===== config.mk =====
export PLATFORM = sky130hd
export DESIGN_NAME = uoc_otp_config
export DESIGN_NICKNAME = d
export VERILOG_FILES = /design/src/rtl/uoc_pkg.sv /design/src/rtl/uoc_otp_config.sv
export SDC_FILE = /design/constraint.sdc
export NUM_CORES = 1
export LEC_CHECK = 0
export ABC_AREA = 0
export ABC_CLOCK_PERIOD_IN_PS = 3300
export BUFFER_PORTS_ARGS = -buffer_cell sky130_fd_sc_hd__buf_2
export CORE_MARGIN = 1.5
export CORE_UTILIZATION = 25
export CTS_CLUSTER_SIZE = 20
export DETAILED_ROUTE_END_ITERATION = 8
export PLACE_DENSITY = 0.43
export SLEW_MARGIN = 10
export SYNTH_ARGS = -nofsm -noshare
export SYNTH_HDL_FRONTEND = slang
export SYNTH_SLANG_ARGS = --single-unit

===== constraint.sdc =====
create_clock -name clk -period 3.3 [get_ports clk]
set_clock_uncertainty 0.15 [all_clocks]
set_input_delay 0.66 -clock clk [delete_from_list [all_inputs] [get_ports clk]]
set_output_delay 0.66 -clock clk [all_outputs]
set_load 0.01 [all_outputs]

===== src/rtl/uoc_pkg.sv =====
// Package for the USB descriptor one-time-programmable configuration store.
`default_nettype none
package uoc_pkg;

  // ==========================================================================
  // Register offsets.
  localparam logic [7:0] OFS_VENDOR_ID_LOW = 8'h12;
  localparam logic [7:0] OFS_VENDOR_ID_HIGH = 8'h13;
  localparam logic [7:0] OFS_PRODUCT_ID_LOW = 8'h14;
  localparam logic [7:0] OFS_PRODUCT_ID_HIGH = 8'h15;
  localparam logic [7:0] OFS_BUS_CURRENT_LIMIT = 8'h16;
  localparam logic [7:0] OFS_CONFIG_DESCRIPTOR_FLAGS = 8'h17;
  localparam logic [7:0] OFS_VERSION_HIGH = 8'h18;
  localparam logic [7:0] OFS_VERSION_LOW = 8'h19;
  localparam logic [7:0] OFS_FIFO_PURGE_CONTROL = 8'h1A;
  localparam logic [7:0] OFS_BURN_FLAGS_A = 8'h1D;
  localparam logic [7:0] OFS_BURN_FLAGS_B = 8'h1E;

  // Number of data bytes from the low vendor byte to the purge control byte.
  localparam int NUM_DATA = 9;

  // ==========================================================================
  // Bit positions in burn_flags_b.
  localparam int FLG_VENDOR_IDENTIFIER = 0;
  localparam int FLG_PRODUCT_IDENTIFIER = 1;
  localparam int FLG_POWER_LIMIT = 2;
  localparam int FLG_ATTRIBUTES = 3;
  localparam int FLG_RELEASE = 4;
  localparam int FLG_FLUSH = 5;
  localparam int FLG_MAKER_TEXT1 = 6;
  localparam int FLG_MAKER_TEXT2 = 7;
  // Bit positions in burn_flags_a.
  localparam int FLG_PRODUCT_TEXT1 = 0;
  localparam int FLG_PRODUCT_TEXT2 = 1;
  localparam int FLG_SERIAL_TEXT = 2;
  localparam int FLG_PORT0_PINS = 3;
  localparam int FLG_PORT1_PINS = 4;
  localparam int FLG_LANGUAGE = 7;
  // Writable bits of the two flag bytes (bits 6 and 5 of byte a reserved).
  localparam logic [7:0] MASK_BURN_FLAGS_A = 8'h9F;
  localparam logic [7:0] MASK_BURN_FLAGS_B = 8'hFF;

  // ==========================================================================
  // Field layouts of the attributes and purge control bytes.
  localparam logic [7:0] MASK_ATTRIBUTES = 8'h0F;
  localparam logic [7:0] MASK_PURGE = 8'h1E;
  localparam int ATTR_WAKE_VALID = 2;
  localparam int ATTR_WAKE_EN = 3;
  localparam int ATTR_MODE_LSB = 0;
  localparam int PURGE_TX_OPEN = 1;
  localparam int PURGE_TX_CLOSE = 2;
  localparam int PURGE_RX_OPEN = 3;
  localparam int PURGE_RX_CLOSE = 4;
  localparam logic [1:0] MODE_BUS = 2'h0;
  localparam logic [1:0] MODE_INVALID = 2'h3;
  // Descriptor bmAttributes bit positions.
  localparam int BMA_RESERVED_ONE = 7;
  localparam int BMA_SELF_POWERED = 6;
  localparam int BMA_REMOTE_WAKE = 5;
  localparam logic [7:0] POWER_MIN = 8'h01;
  localparam logic [7:0] POWER_MAX = 8'hFA;
  localparam logic [7:0] BYTE_ZERO = 8'h00;

  // Values used while a field is not yet burned (arbitrary neutral values).
  localparam logic [15:0] DEF_VENDOR_ID = 16'h0000;
  localparam logic [15:0] DEF_PRODUCT_ID = 16'h0000;
  localparam logic [7:0] DEF_POWER = 8'h32;
  localparam logic [7:0] DEF_ATTRIBUTES = 8'h00;
  localparam logic [15:0] DEF_RELEASE = 16'h0100;
  localparam logic [7:0] DEF_PURGE = 8'h00;

  // ==========================================================================
  // Types.
  typedef enum logic {PORT_CLOSED, PORT_OPEN} uoc_port_e;

  typedef struct packed {
    logic wr;
    logic rd;
    logic [7:0] addr;
    logic [7:0] wdata;
  } uoc_req_s;

  typedef struct packed {
    logic [15:0] vendor_id;
    logic [15:0] product_id;
    logic [7:0] max_power;
    logic [7:0] bm_attributes;
    logic [15:0] release_bcd;
  } uoc_desc_s;

endpackage
`default_nettype wire


===== src/rtl/uoc_otp_config.sv =====
// One-time-programmable USB descriptor and FIFO purge configuration store.
// Functional notes
// RL1 - Vendor identifier is low byte at 0x012 and high byte at 0x013.
// RL2 - Product identifier is low byte at 0x014 and high byte at 0x015.
// RL3 - Power byte is reported as bMaxPower; valid codes 0x01 to 0xFA.
// RL4 - Wake valid bit 2 set copies wake enable into bmAttributes D5.
// RL5 - Wake enable bit 3: zero disables, one enables remote wakeup.
// RL6 - Mode bits 1:0: 00 bus powered, 01/10 self powered, 11 invalid.
// RL7 - Purge bits 4 and 3 empty receive FIFO on close and open.
// RL8 - Purge bits 2 and 1 empty transmit FIFO on close and open.
// RL9 - Stored field value is used only while its burn flag is one.
// RL10 - A field whose burn flag is set refuses further programming.
// RL11 - Programmer loads whole field before its flag; unloaded parts burn zero.
// RL12 - Flag byte a: bit7 language, 4/3 port pins, 2 serial, 1/0 product.
// RL13 - Flag byte b: maker text 2/1, flush, release, attributes, power, ids.
// RL14 - Programmer sets burn flags itself; the device never sets them.
// RL15 - Programmer writes zero to every reserved bit.
// RL16 - Port open and close come from control requests; one purge per event.
`default_nettype none
module uoc_otp_config
  import uoc_pkg::*;
(
  input wire logic clk,
  input wire logic nrst,
  input wire uoc_pkg::uoc_req_s req,
  input wire logic port_ctrl_valid,
  input wire logic port_ctrl_open,
  output logic [7:0] rdata,
  output logic rd_ack,
  output logic wr_refused,
  output uoc_pkg::uoc_desc_s desc,
  output logic power_code_valid,
  output logic power_mode_invalid,
  output logic rx_flush,
  output logic tx_flush,
  output logic language_code_flag,
  output logic port1_pin_setup_flag,
  output logic port0_pin_setup_flag,
  output logic serial_text_flag,
  output logic product_text_part2_flag,
  output logic product_text_part1_flag,
  output logic maker_text_part2_flag,
  output logic maker_text_part1_flag
);

  // ==========================================================================
  // Address decoding helpers.

  // Index of the burn flag in burn_flags_b that guards a data byte.
  function automatic logic [2:0] guard_bit(input logic [7:0] a);
    logic [2:0] g;
    g = 3'h0;
    case (a)
      OFS_VENDOR_ID_LOW, OFS_VENDOR_ID_HIGH: g = 3'(FLG_VENDOR_IDENTIFIER);
      OFS_PRODUCT_ID_LOW, OFS_PRODUCT_ID_HIGH: g = 3'(FLG_PRODUCT_IDENTIFIER);
      OFS_BUS_CURRENT_LIMIT: g = 3'(FLG_POWER_LIMIT);
      OFS_CONFIG_DESCRIPTOR_FLAGS: g = 3'(FLG_ATTRIBUTES);
      OFS_VERSION_HIGH, OFS_VERSION_LOW: g = 3'(FLG_RELEASE);
      OFS_FIFO_PURGE_CONTROL: g = 3'(FLG_FLUSH);
      default: g = 3'h0;
    endcase
    return g;
  endfunction

  // True when the address falls on one of the nine data bytes.
  function automatic logic is_data(input logic [7:0] a);
    return (a >= OFS_VENDOR_ID_LOW) && (a <= OFS_FIFO_PURGE_CONTROL);
  endfunction

  // Writable bits of a data byte; reserved bits are kept at zero.
  function automatic logic [7:0] data_mask(input logic [7:0] a);
    logic [7:0] m;
    m = 8'hFF;
    if (a == OFS_CONFIG_DESCRIPTOR_FLAGS) begin
      m = MASK_ATTRIBUTES;
    end else if (a == OFS_FIFO_PURGE_CONTROL) begin
      m = MASK_PURGE;
    end
    return m;
  endfunction

  // ==========================================================================
  // Storage.
  logic [7:0] otp_r [NUM_DATA];
  logic [7:0] burn_flags_a_r;
  logic [7:0] burn_flags_b_r;
  uoc_port_e port_state_r;
  uoc_port_e port_state_nxt;

  // Decoded request terms.
  wire logic [7:0] wr_idx = req.addr - OFS_VENDOR_ID_LOW;
  wire logic wr_data_sel = req.wr && is_data(req.addr);
  wire logic wr_locked = burn_flags_b_r[guard_bit(req.addr)];
  wire logic wr_data_ok = wr_data_sel && !wr_locked; // [RL10]
  wire logic wr_flag_a = req.wr && (req.addr == OFS_BURN_FLAGS_A);
  wire logic wr_flag_b = req.wr && (req.addr == OFS_BURN_FLAGS_B);

  // Each data byte stores the masked write while its field is unburned.
  // A burned field holds its value for good.
  generate
    for (genvar i = 0; i < NUM_DATA; i++) begin : g_byte
      wire logic hit = wr_data_ok && (wr_idx == 8'(i));
      always_ff @(posedge clk or negedge nrst) begin
        if (!nrst) begin
          otp_r[i] <= BYTE_ZERO;
        end else if (hit) begin
          otp_r[i] <= req.wdata & data_mask(req.addr); // [RL10]
        end
      end
    end
  endgenerate

  // Burn flags only ever gain ones and only from a write; a flag once set
  // cannot be cleared, so its field stays frozen.
  always_ff @(posedge clk or negedge nrst) begin
    if (!nrst) begin
      burn_flags_a_r <= BYTE_ZERO;
      burn_flags_b_r <= BYTE_ZERO;
    end else begin
      if (wr_flag_a) begin
        burn_flags_a_r <= burn_flags_a_r | (req.wdata & MASK_BURN_FLAGS_A);
      end
      if (wr_flag_b) begin
        burn_flags_b_r <= burn_flags_b_r | (req.wdata & MASK_BURN_FLAGS_B);
      end
    end
  end // [RL14]

  // ==========================================================================
  // Effective field values, raw store used only once burned.
  wire logic [15:0] raw_vendor = {otp_r[1], otp_r[0]}; // [RL1]
  wire logic [15:0] raw_product = {otp_r[3], otp_r[2]}; // [RL2]
  wire logic [15:0] raw_rel = {otp_r[6], otp_r[7]};
  wire logic [15:0] eff_vendor = burn_flags_b_r[FLG_VENDOR_IDENTIFIER] ?
    raw_vendor : DEF_VENDOR_ID; // [RL9]
  wire logic [15:0] eff_product = burn_flags_b_r[FLG_PRODUCT_IDENTIFIER] ?
    raw_product : DEF_PRODUCT_ID; // [RL9]
  wire logic [7:0] eff_pwr = burn_flags_b_r[FLG_POWER_LIMIT] ?
    otp_r[4] : DEF_POWER; // [RL9]
  wire logic [7:0] eff_attr = burn_flags_b_r[FLG_ATTRIBUTES] ?
    otp_r[5] : DEF_ATTRIBUTES; // [RL9]
  wire logic [15:0] eff_rel = burn_flags_b_r[FLG_RELEASE] ?
    raw_rel : DEF_RELEASE; // [RL9]
  wire logic [7:0] eff_purge = burn_flags_b_r[FLG_FLUSH] ?
    otp_r[8] : DEF_PURGE; // [RL9]

  // Descriptor bmAttributes: D7 always one, D6 self powered, D5 wakeup.
  wire logic [1:0] mode = eff_attr[ATTR_MODE_LSB +: 2];
  wire logic self_pwr = (mode != MODE_BUS) && (mode != MODE_INVALID); // [RL6]
  wire logic wake_adv = eff_attr[ATTR_WAKE_VALID] &&
    eff_attr[ATTR_WAKE_EN]; // [RL4] [RL5]
  logic [7:0] bma;
  always_comb begin
    bma = BYTE_ZERO;
    bma[BMA_RESERVED_ONE] = 1'b1;
    bma[BMA_SELF_POWERED] = self_pwr; // [RL6]
    bma[BMA_REMOTE_WAKE] = wake_adv; // [RL4]
  end

  wire logic pwr_ok = (eff_pwr >= POWER_MIN) &&
    (eff_pwr <= POWER_MAX); // [RL3]

  // Descriptor fields and validity flags are registered.
  always_ff @(posedge clk or negedge nrst) begin
    if (!nrst) begin
      desc <= '0;
      power_code_valid <= 1'b0;
      power_mode_invalid <= 1'b0;
    end else begin
      desc <= '{eff_vendor, eff_product, eff_pwr, bma, eff_rel}; // [RL3]
      power_code_valid <= pwr_ok;
      power_mode_invalid <= (mode == MODE_INVALID); // [RL6]
    end
  end

  // Flag bits of byte a and the maker text bits are mirrored to outputs.
  always_ff @(posedge clk or negedge nrst) begin
    if (!nrst) begin
      language_code_flag <= 1'b0;
      port1_pin_setup_flag <= 1'b0;
      port0_pin_setup_flag <= 1'b0;
      serial_text_flag <= 1'b0;
      product_text_part2_flag <= 1'b0;
      product_text_part1_flag <= 1'b0;
      maker_text_part2_flag <= 1'b0;
      maker_text_part1_flag <= 1'b0;
    end else begin
      language_code_flag <= burn_flags_a_r[FLG_LANGUAGE]; // [RL12]
      port1_pin_setup_flag <= burn_flags_a_r[FLG_PORT1_PINS]; // [RL12]
      port0_pin_setup_flag <= burn_flags_a_r[FLG_PORT0_PINS]; // [RL12]
      serial_text_flag <= burn_flags_a_r[FLG_SERIAL_TEXT]; // [RL12]
      product_text_part2_flag <= burn_flags_a_r[FLG_PRODUCT_TEXT2]; // [RL12]
      product_text_part1_flag <= burn_flags_a_r[FLG_PRODUCT_TEXT1]; // [RL12]
      maker_text_part2_flag <= burn_flags_b_r[FLG_MAKER_TEXT2]; // [RL13]
      maker_text_part1_flag <= burn_flags_b_r[FLG_MAKER_TEXT1]; // [RL13]
    end
  end

  // ==========================================================================
  // Serial port open and close tracking from the host control requests.
  // Only a change of state counts, so repeated requests do not purge again.
  wire logic ev_open = port_ctrl_valid && port_ctrl_open &&
    (port_state_r == PORT_CLOSED); // [RL16]
  wire logic ev_close = port_ctrl_valid && !port_ctrl_open &&
    (port_state_r == PORT_OPEN); // [RL16]

  // Next port state.
  always_comb begin
    case (port_state_r)
      PORT_CLOSED: port_state_nxt = ev_open ? PORT_OPEN : PORT_CLOSED;
      PORT_OPEN: port_state_nxt = ev_close ? PORT_CLOSED : PORT_OPEN;
      default: port_state_nxt = PORT_CLOSED;
    endcase
  end

  wire logic rx_purge = (ev_open && eff_purge[PURGE_RX_OPEN]) ||
    (ev_close && eff_purge[PURGE_RX_CLOSE]); // [RL7]
  wire logic tx_purge = (ev_open && eff_purge[PURGE_TX_OPEN]) ||
    (ev_close && eff_purge[PURGE_TX_CLOSE]); // [RL8]

  // Port state and single-cycle purge pulses.
  always_ff @(posedge clk or negedge nrst) begin
    if (!nrst) begin
      port_state_r <= PORT_CLOSED;
      rx_flush <= 1'b0;
      tx_flush <= 1'b0;
    end else begin
      port_state_r <= port_state_nxt;
      rx_flush <= rx_purge; // [RL7] [RL16]
      tx_flush <= tx_purge; // [RL8] [RL16]
    end
  end

  // ==========================================================================
  // Register read path: raw stored bytes and flags, zero elsewhere.
  wire logic [7:0] rd_val = is_data(req.addr) ? otp_r[wr_idx[3:0]] :
    (req.addr == OFS_BURN_FLAGS_A) ? burn_flags_a_r :
    (req.addr == OFS_BURN_FLAGS_B) ? burn_flags_b_r : BYTE_ZERO;

  // Read data, read acknowledge and refused-write pulse.
  always_ff @(posedge clk or negedge nrst) begin
    if (!nrst) begin
      rdata <= BYTE_ZERO;
      rd_ack <= 1'b0;
      wr_refused <= 1'b0;
    end else begin
      rd_ack <= req.rd;
      wr_refused <= wr_data_sel && wr_locked; // [RL10]
      if (req.rd) begin
        rdata <= rd_val;
      end
    end
  end

endmodule
`default_nettype wire


==> out/metrics.cfg <==
[run_status]
status = finished, final reports clean

[critical_path]
worstRegToRegCells = 6
reg2reg_slack_ns = 0.70
critical_path.max_fanout = 11
startpoint_type = primary input
timing.rr.end = otp_r[54]
timing.rr.start = burn_flags_b_r[5]
critPathCaptureType = register
critPathKind = in -> reg
cp.arrival_ns = 2.98
cp.required_ns = 3.45

[flow_run]
cap_violations = 0

[floorplan]
io_pins = 108
die_x_um = 173.4
die_area_um2 = 30050
die_y_um = 173.4
core-area_um2 = 28630
floorplan.initialDensity = 0.2535
num_rows = 62

[drt]
antenna_left = 0
firstDrtPassIters = 4
drt-total-wl_mm = 21.17
viasPerCell = 4.458
drc = 0
num_vias = 4708
first_iter_violations = 347
avgRoutedWirePerCell_um = 20.04

[global_routing]
antenna_found_initial = 0
grt_util_all_layers = 0.1457
grt_max_degree = 88
grt_pass1_wl_mm = 32.35
overflow = 0
grt_pass1_vias = 5086

[logic_synthesis]
yosysWarningCount = 0
synthArstFlopShare = 1.000
synthCells = 535
ys_ff_latch = 168
synth_simple_gate_area_frac = 0.1266
synth_area_um2 = 7256
synth-seq-area-share = 0.5794
synthMuxAreaShare = 0.1626
synth-compound-area-share = 0.09640
synth_xor_area_frac = 0.002414
synth_fa_ha_area_frac = 0.006898
synthFlopType = dfrtp_1
synth.avg_cell_area_um2 = 13.56
synth_top_family_by_area = multiplexers
synth-edff-count = 0
netlist-cell-type-count = 57

[sta]
clock.fmax_mhz = 353.9
holdWs_ns = 0.03209
setup_violations = 0
hold_viol = 0
setup_tns_ns = 0
period_share = 0.8564
period_needed_ns = 2.826
setup_ws_ns = 0.4740
rsz0062_at_grt = no
drv_slew = 0
worst_pin_slew_ns = 0.6582
slew_headroom = 0.5518

[power_and_ir_drop]
power_density_nw_per_um2 = 491.6
seqPwrFrac = 0.471
vdd_drop_max_v = 0.0002709
clockPowerShare = 0.466
power.leakage_nw = 4.489
p_int_mw = 3.325
comb_power_share = 0.063
totalPowerFinal_mw = 4.463
switching_share = 0.2550
switchingPower_mw = 1.138

[clock_network]
insertion_delay_ns = 0.43
cts_resized = 0
cts.hold.buffers_added = 0
cts_buffer_depth = 2
cts-root-buf = clkbuf_16
cts.sinks = 168
cts_buffers = 17
cts-htree-levels = 4
clk_pin_slew_ns = 0.07
cts_tree = yes
post_cts_buffers = 0

[place]
place_ws_ns = 0.05898
place_inst = 1025
dp.final_hpwl_mm = 15.07
placedInstanceArea_um2 = 8474
port_buffers = 102
gp_congestion = 0.8004

[min_path]
min_path_type = in -> async

[layout]
fin_util = 0.3171
antenna_cells = 0
fin_area_um2 = 9077
fin_cells = 1056
fin_nets = 686
drive_gt1_frac = 0.3988
syn_to_final_growth_pct = 25.11

-- synth_stat cells, types with 5 or more instances --
master	instances	area share
a21boi_0	8	0.0083
a21o_1	13	0.013
a21oi_1	12	0.0083
a22o_1	6	0.0072
a311oi_4	7	0.025
and2_1	64	0.055
buf_2	5	0.0034
buf_4	5	0.0052
clkbuf_1	21	0.011
dfrtp_1	168	0.58
inv_1	6	0.0031
mux2_2	68	0.11
mux4_2	16	0.050
nand2_1	17	0.0088
nand2b_1	5	0.0043
nand3_1	13	0.0090
nor2_1	11	0.0057
nor2b_1	14	0.012
o21ai_0	9	0.0062
or3_1	5	0.0043
-- critical path, cell delays in order --
cell and delay (ns):
buf_2 0.20, inv_1 0.12, ha_1 0.30, buf_4 0.15, nor4bb_1 0.40, o211ai_1 0.28
a311oi_4 0.37, buf_12 0.17, mux2_1 0.31
-- per-layer routing --
layer	vias to the layer above	routed length, µm	part of all wire	track usage
li1	2142	-	-	-
met5	-	0	0	0
met4	0	497	0.023	0.04928
met1	2431	10110	0.48	0.2047
met2	116	9688	0.46	0.2231
met3	19	870	0.041	0.03048
-- layout by cell type (no fill, tap or decap), drive strengths merged, types with 5 or more instances in the layout --
| cell type | synthesis | layout |
|---|---|---|
| a21boi | 8 | 8 |
| nand2 | 17 | 17 |
| dfrtp | 168 | 168 |
| nor2 | 11 | 11 |
| conb | 2 | 6 |
| inv | 6 | 15 |
| nand2b | 5 | 5 |
| nand3 | 13 | 13 |
| o21ai | 11 | 11 |
| mux2 | 69 | 69 |
| or3 | 5 | 5 |
| a22o | 6 | 6 |
| clkbuf | 21 | 17 |
| a21oi | 12 | 12 |
| mux4 | 16 | 16 |
| a21o | 13 | 13 |
| a311oi | 7 | 7 |
| buf | 14 | 137 |
| nor2b | 14 | 14 |
| and2 | 64 | 64 |
-- cells by family after synthesis --
| logic type | count (synthesis) |
|---|---|
| xor+xnor | 2 |
| compound gates | 78 |
| simple gates | 152 |
| fa+ha+maj | 4 |
| mux | 88 |
| flops | 168 |
| other cells | 2 |
| buf+inv | 41 |
-- worst max-delay path by stage --
stage            start   endpoint  cells past startpoint  slack, ns
6_report        req[9]  otp_r[60]                      9       0.47
5_1_grt         req[9]  otp_r[68]                      9       0.34
4_1_cts         req[9]  otp_r[38]                      9       0.52
3_5_place_dp    req[9]  otp_r[38]                      9       0.06
3_3_place_gp    req[9]  otp_r[14]                      9       0.11
2_1_floorplan  req[10]  otp_r[10]                      8       0.30
-- power by group through the flow --
stage	logic, mW	registers, mW	clock network [mW]
3_3_place_gp	0.285	2.14	0
2_1_floorplan	0.135	2.14	0
3_5_place_dp	0.289	2.14	0
5_1_grt	0.311	2.10	2.23
4_1_cts	0.290	2.10	2.14
6_report	0.283	2.10	2.08
-- area by class of cell --
cell class | count | area [µm²]
fillers | 2906 | 19550
flip-flops and latches | 168 | 4204
multi-input cells | 330 | 2888
repair buffers | 137 | 879.6
well taps | 384 | 480.5
clock buffers | 17 | 425.4
clock inverters | 14 | 177.7
inverters | 6 | 22.52
-- sequential cells by signal, indices dropped and copies added, names as in the netlist, 6 cells and up, named ones only --
register / cells
burn_flags_b_r: 8
burn_flags_a_r: 6
rdata: 8
otp_r: 72
desc: 59
Power figures use the tool's default switching activity.
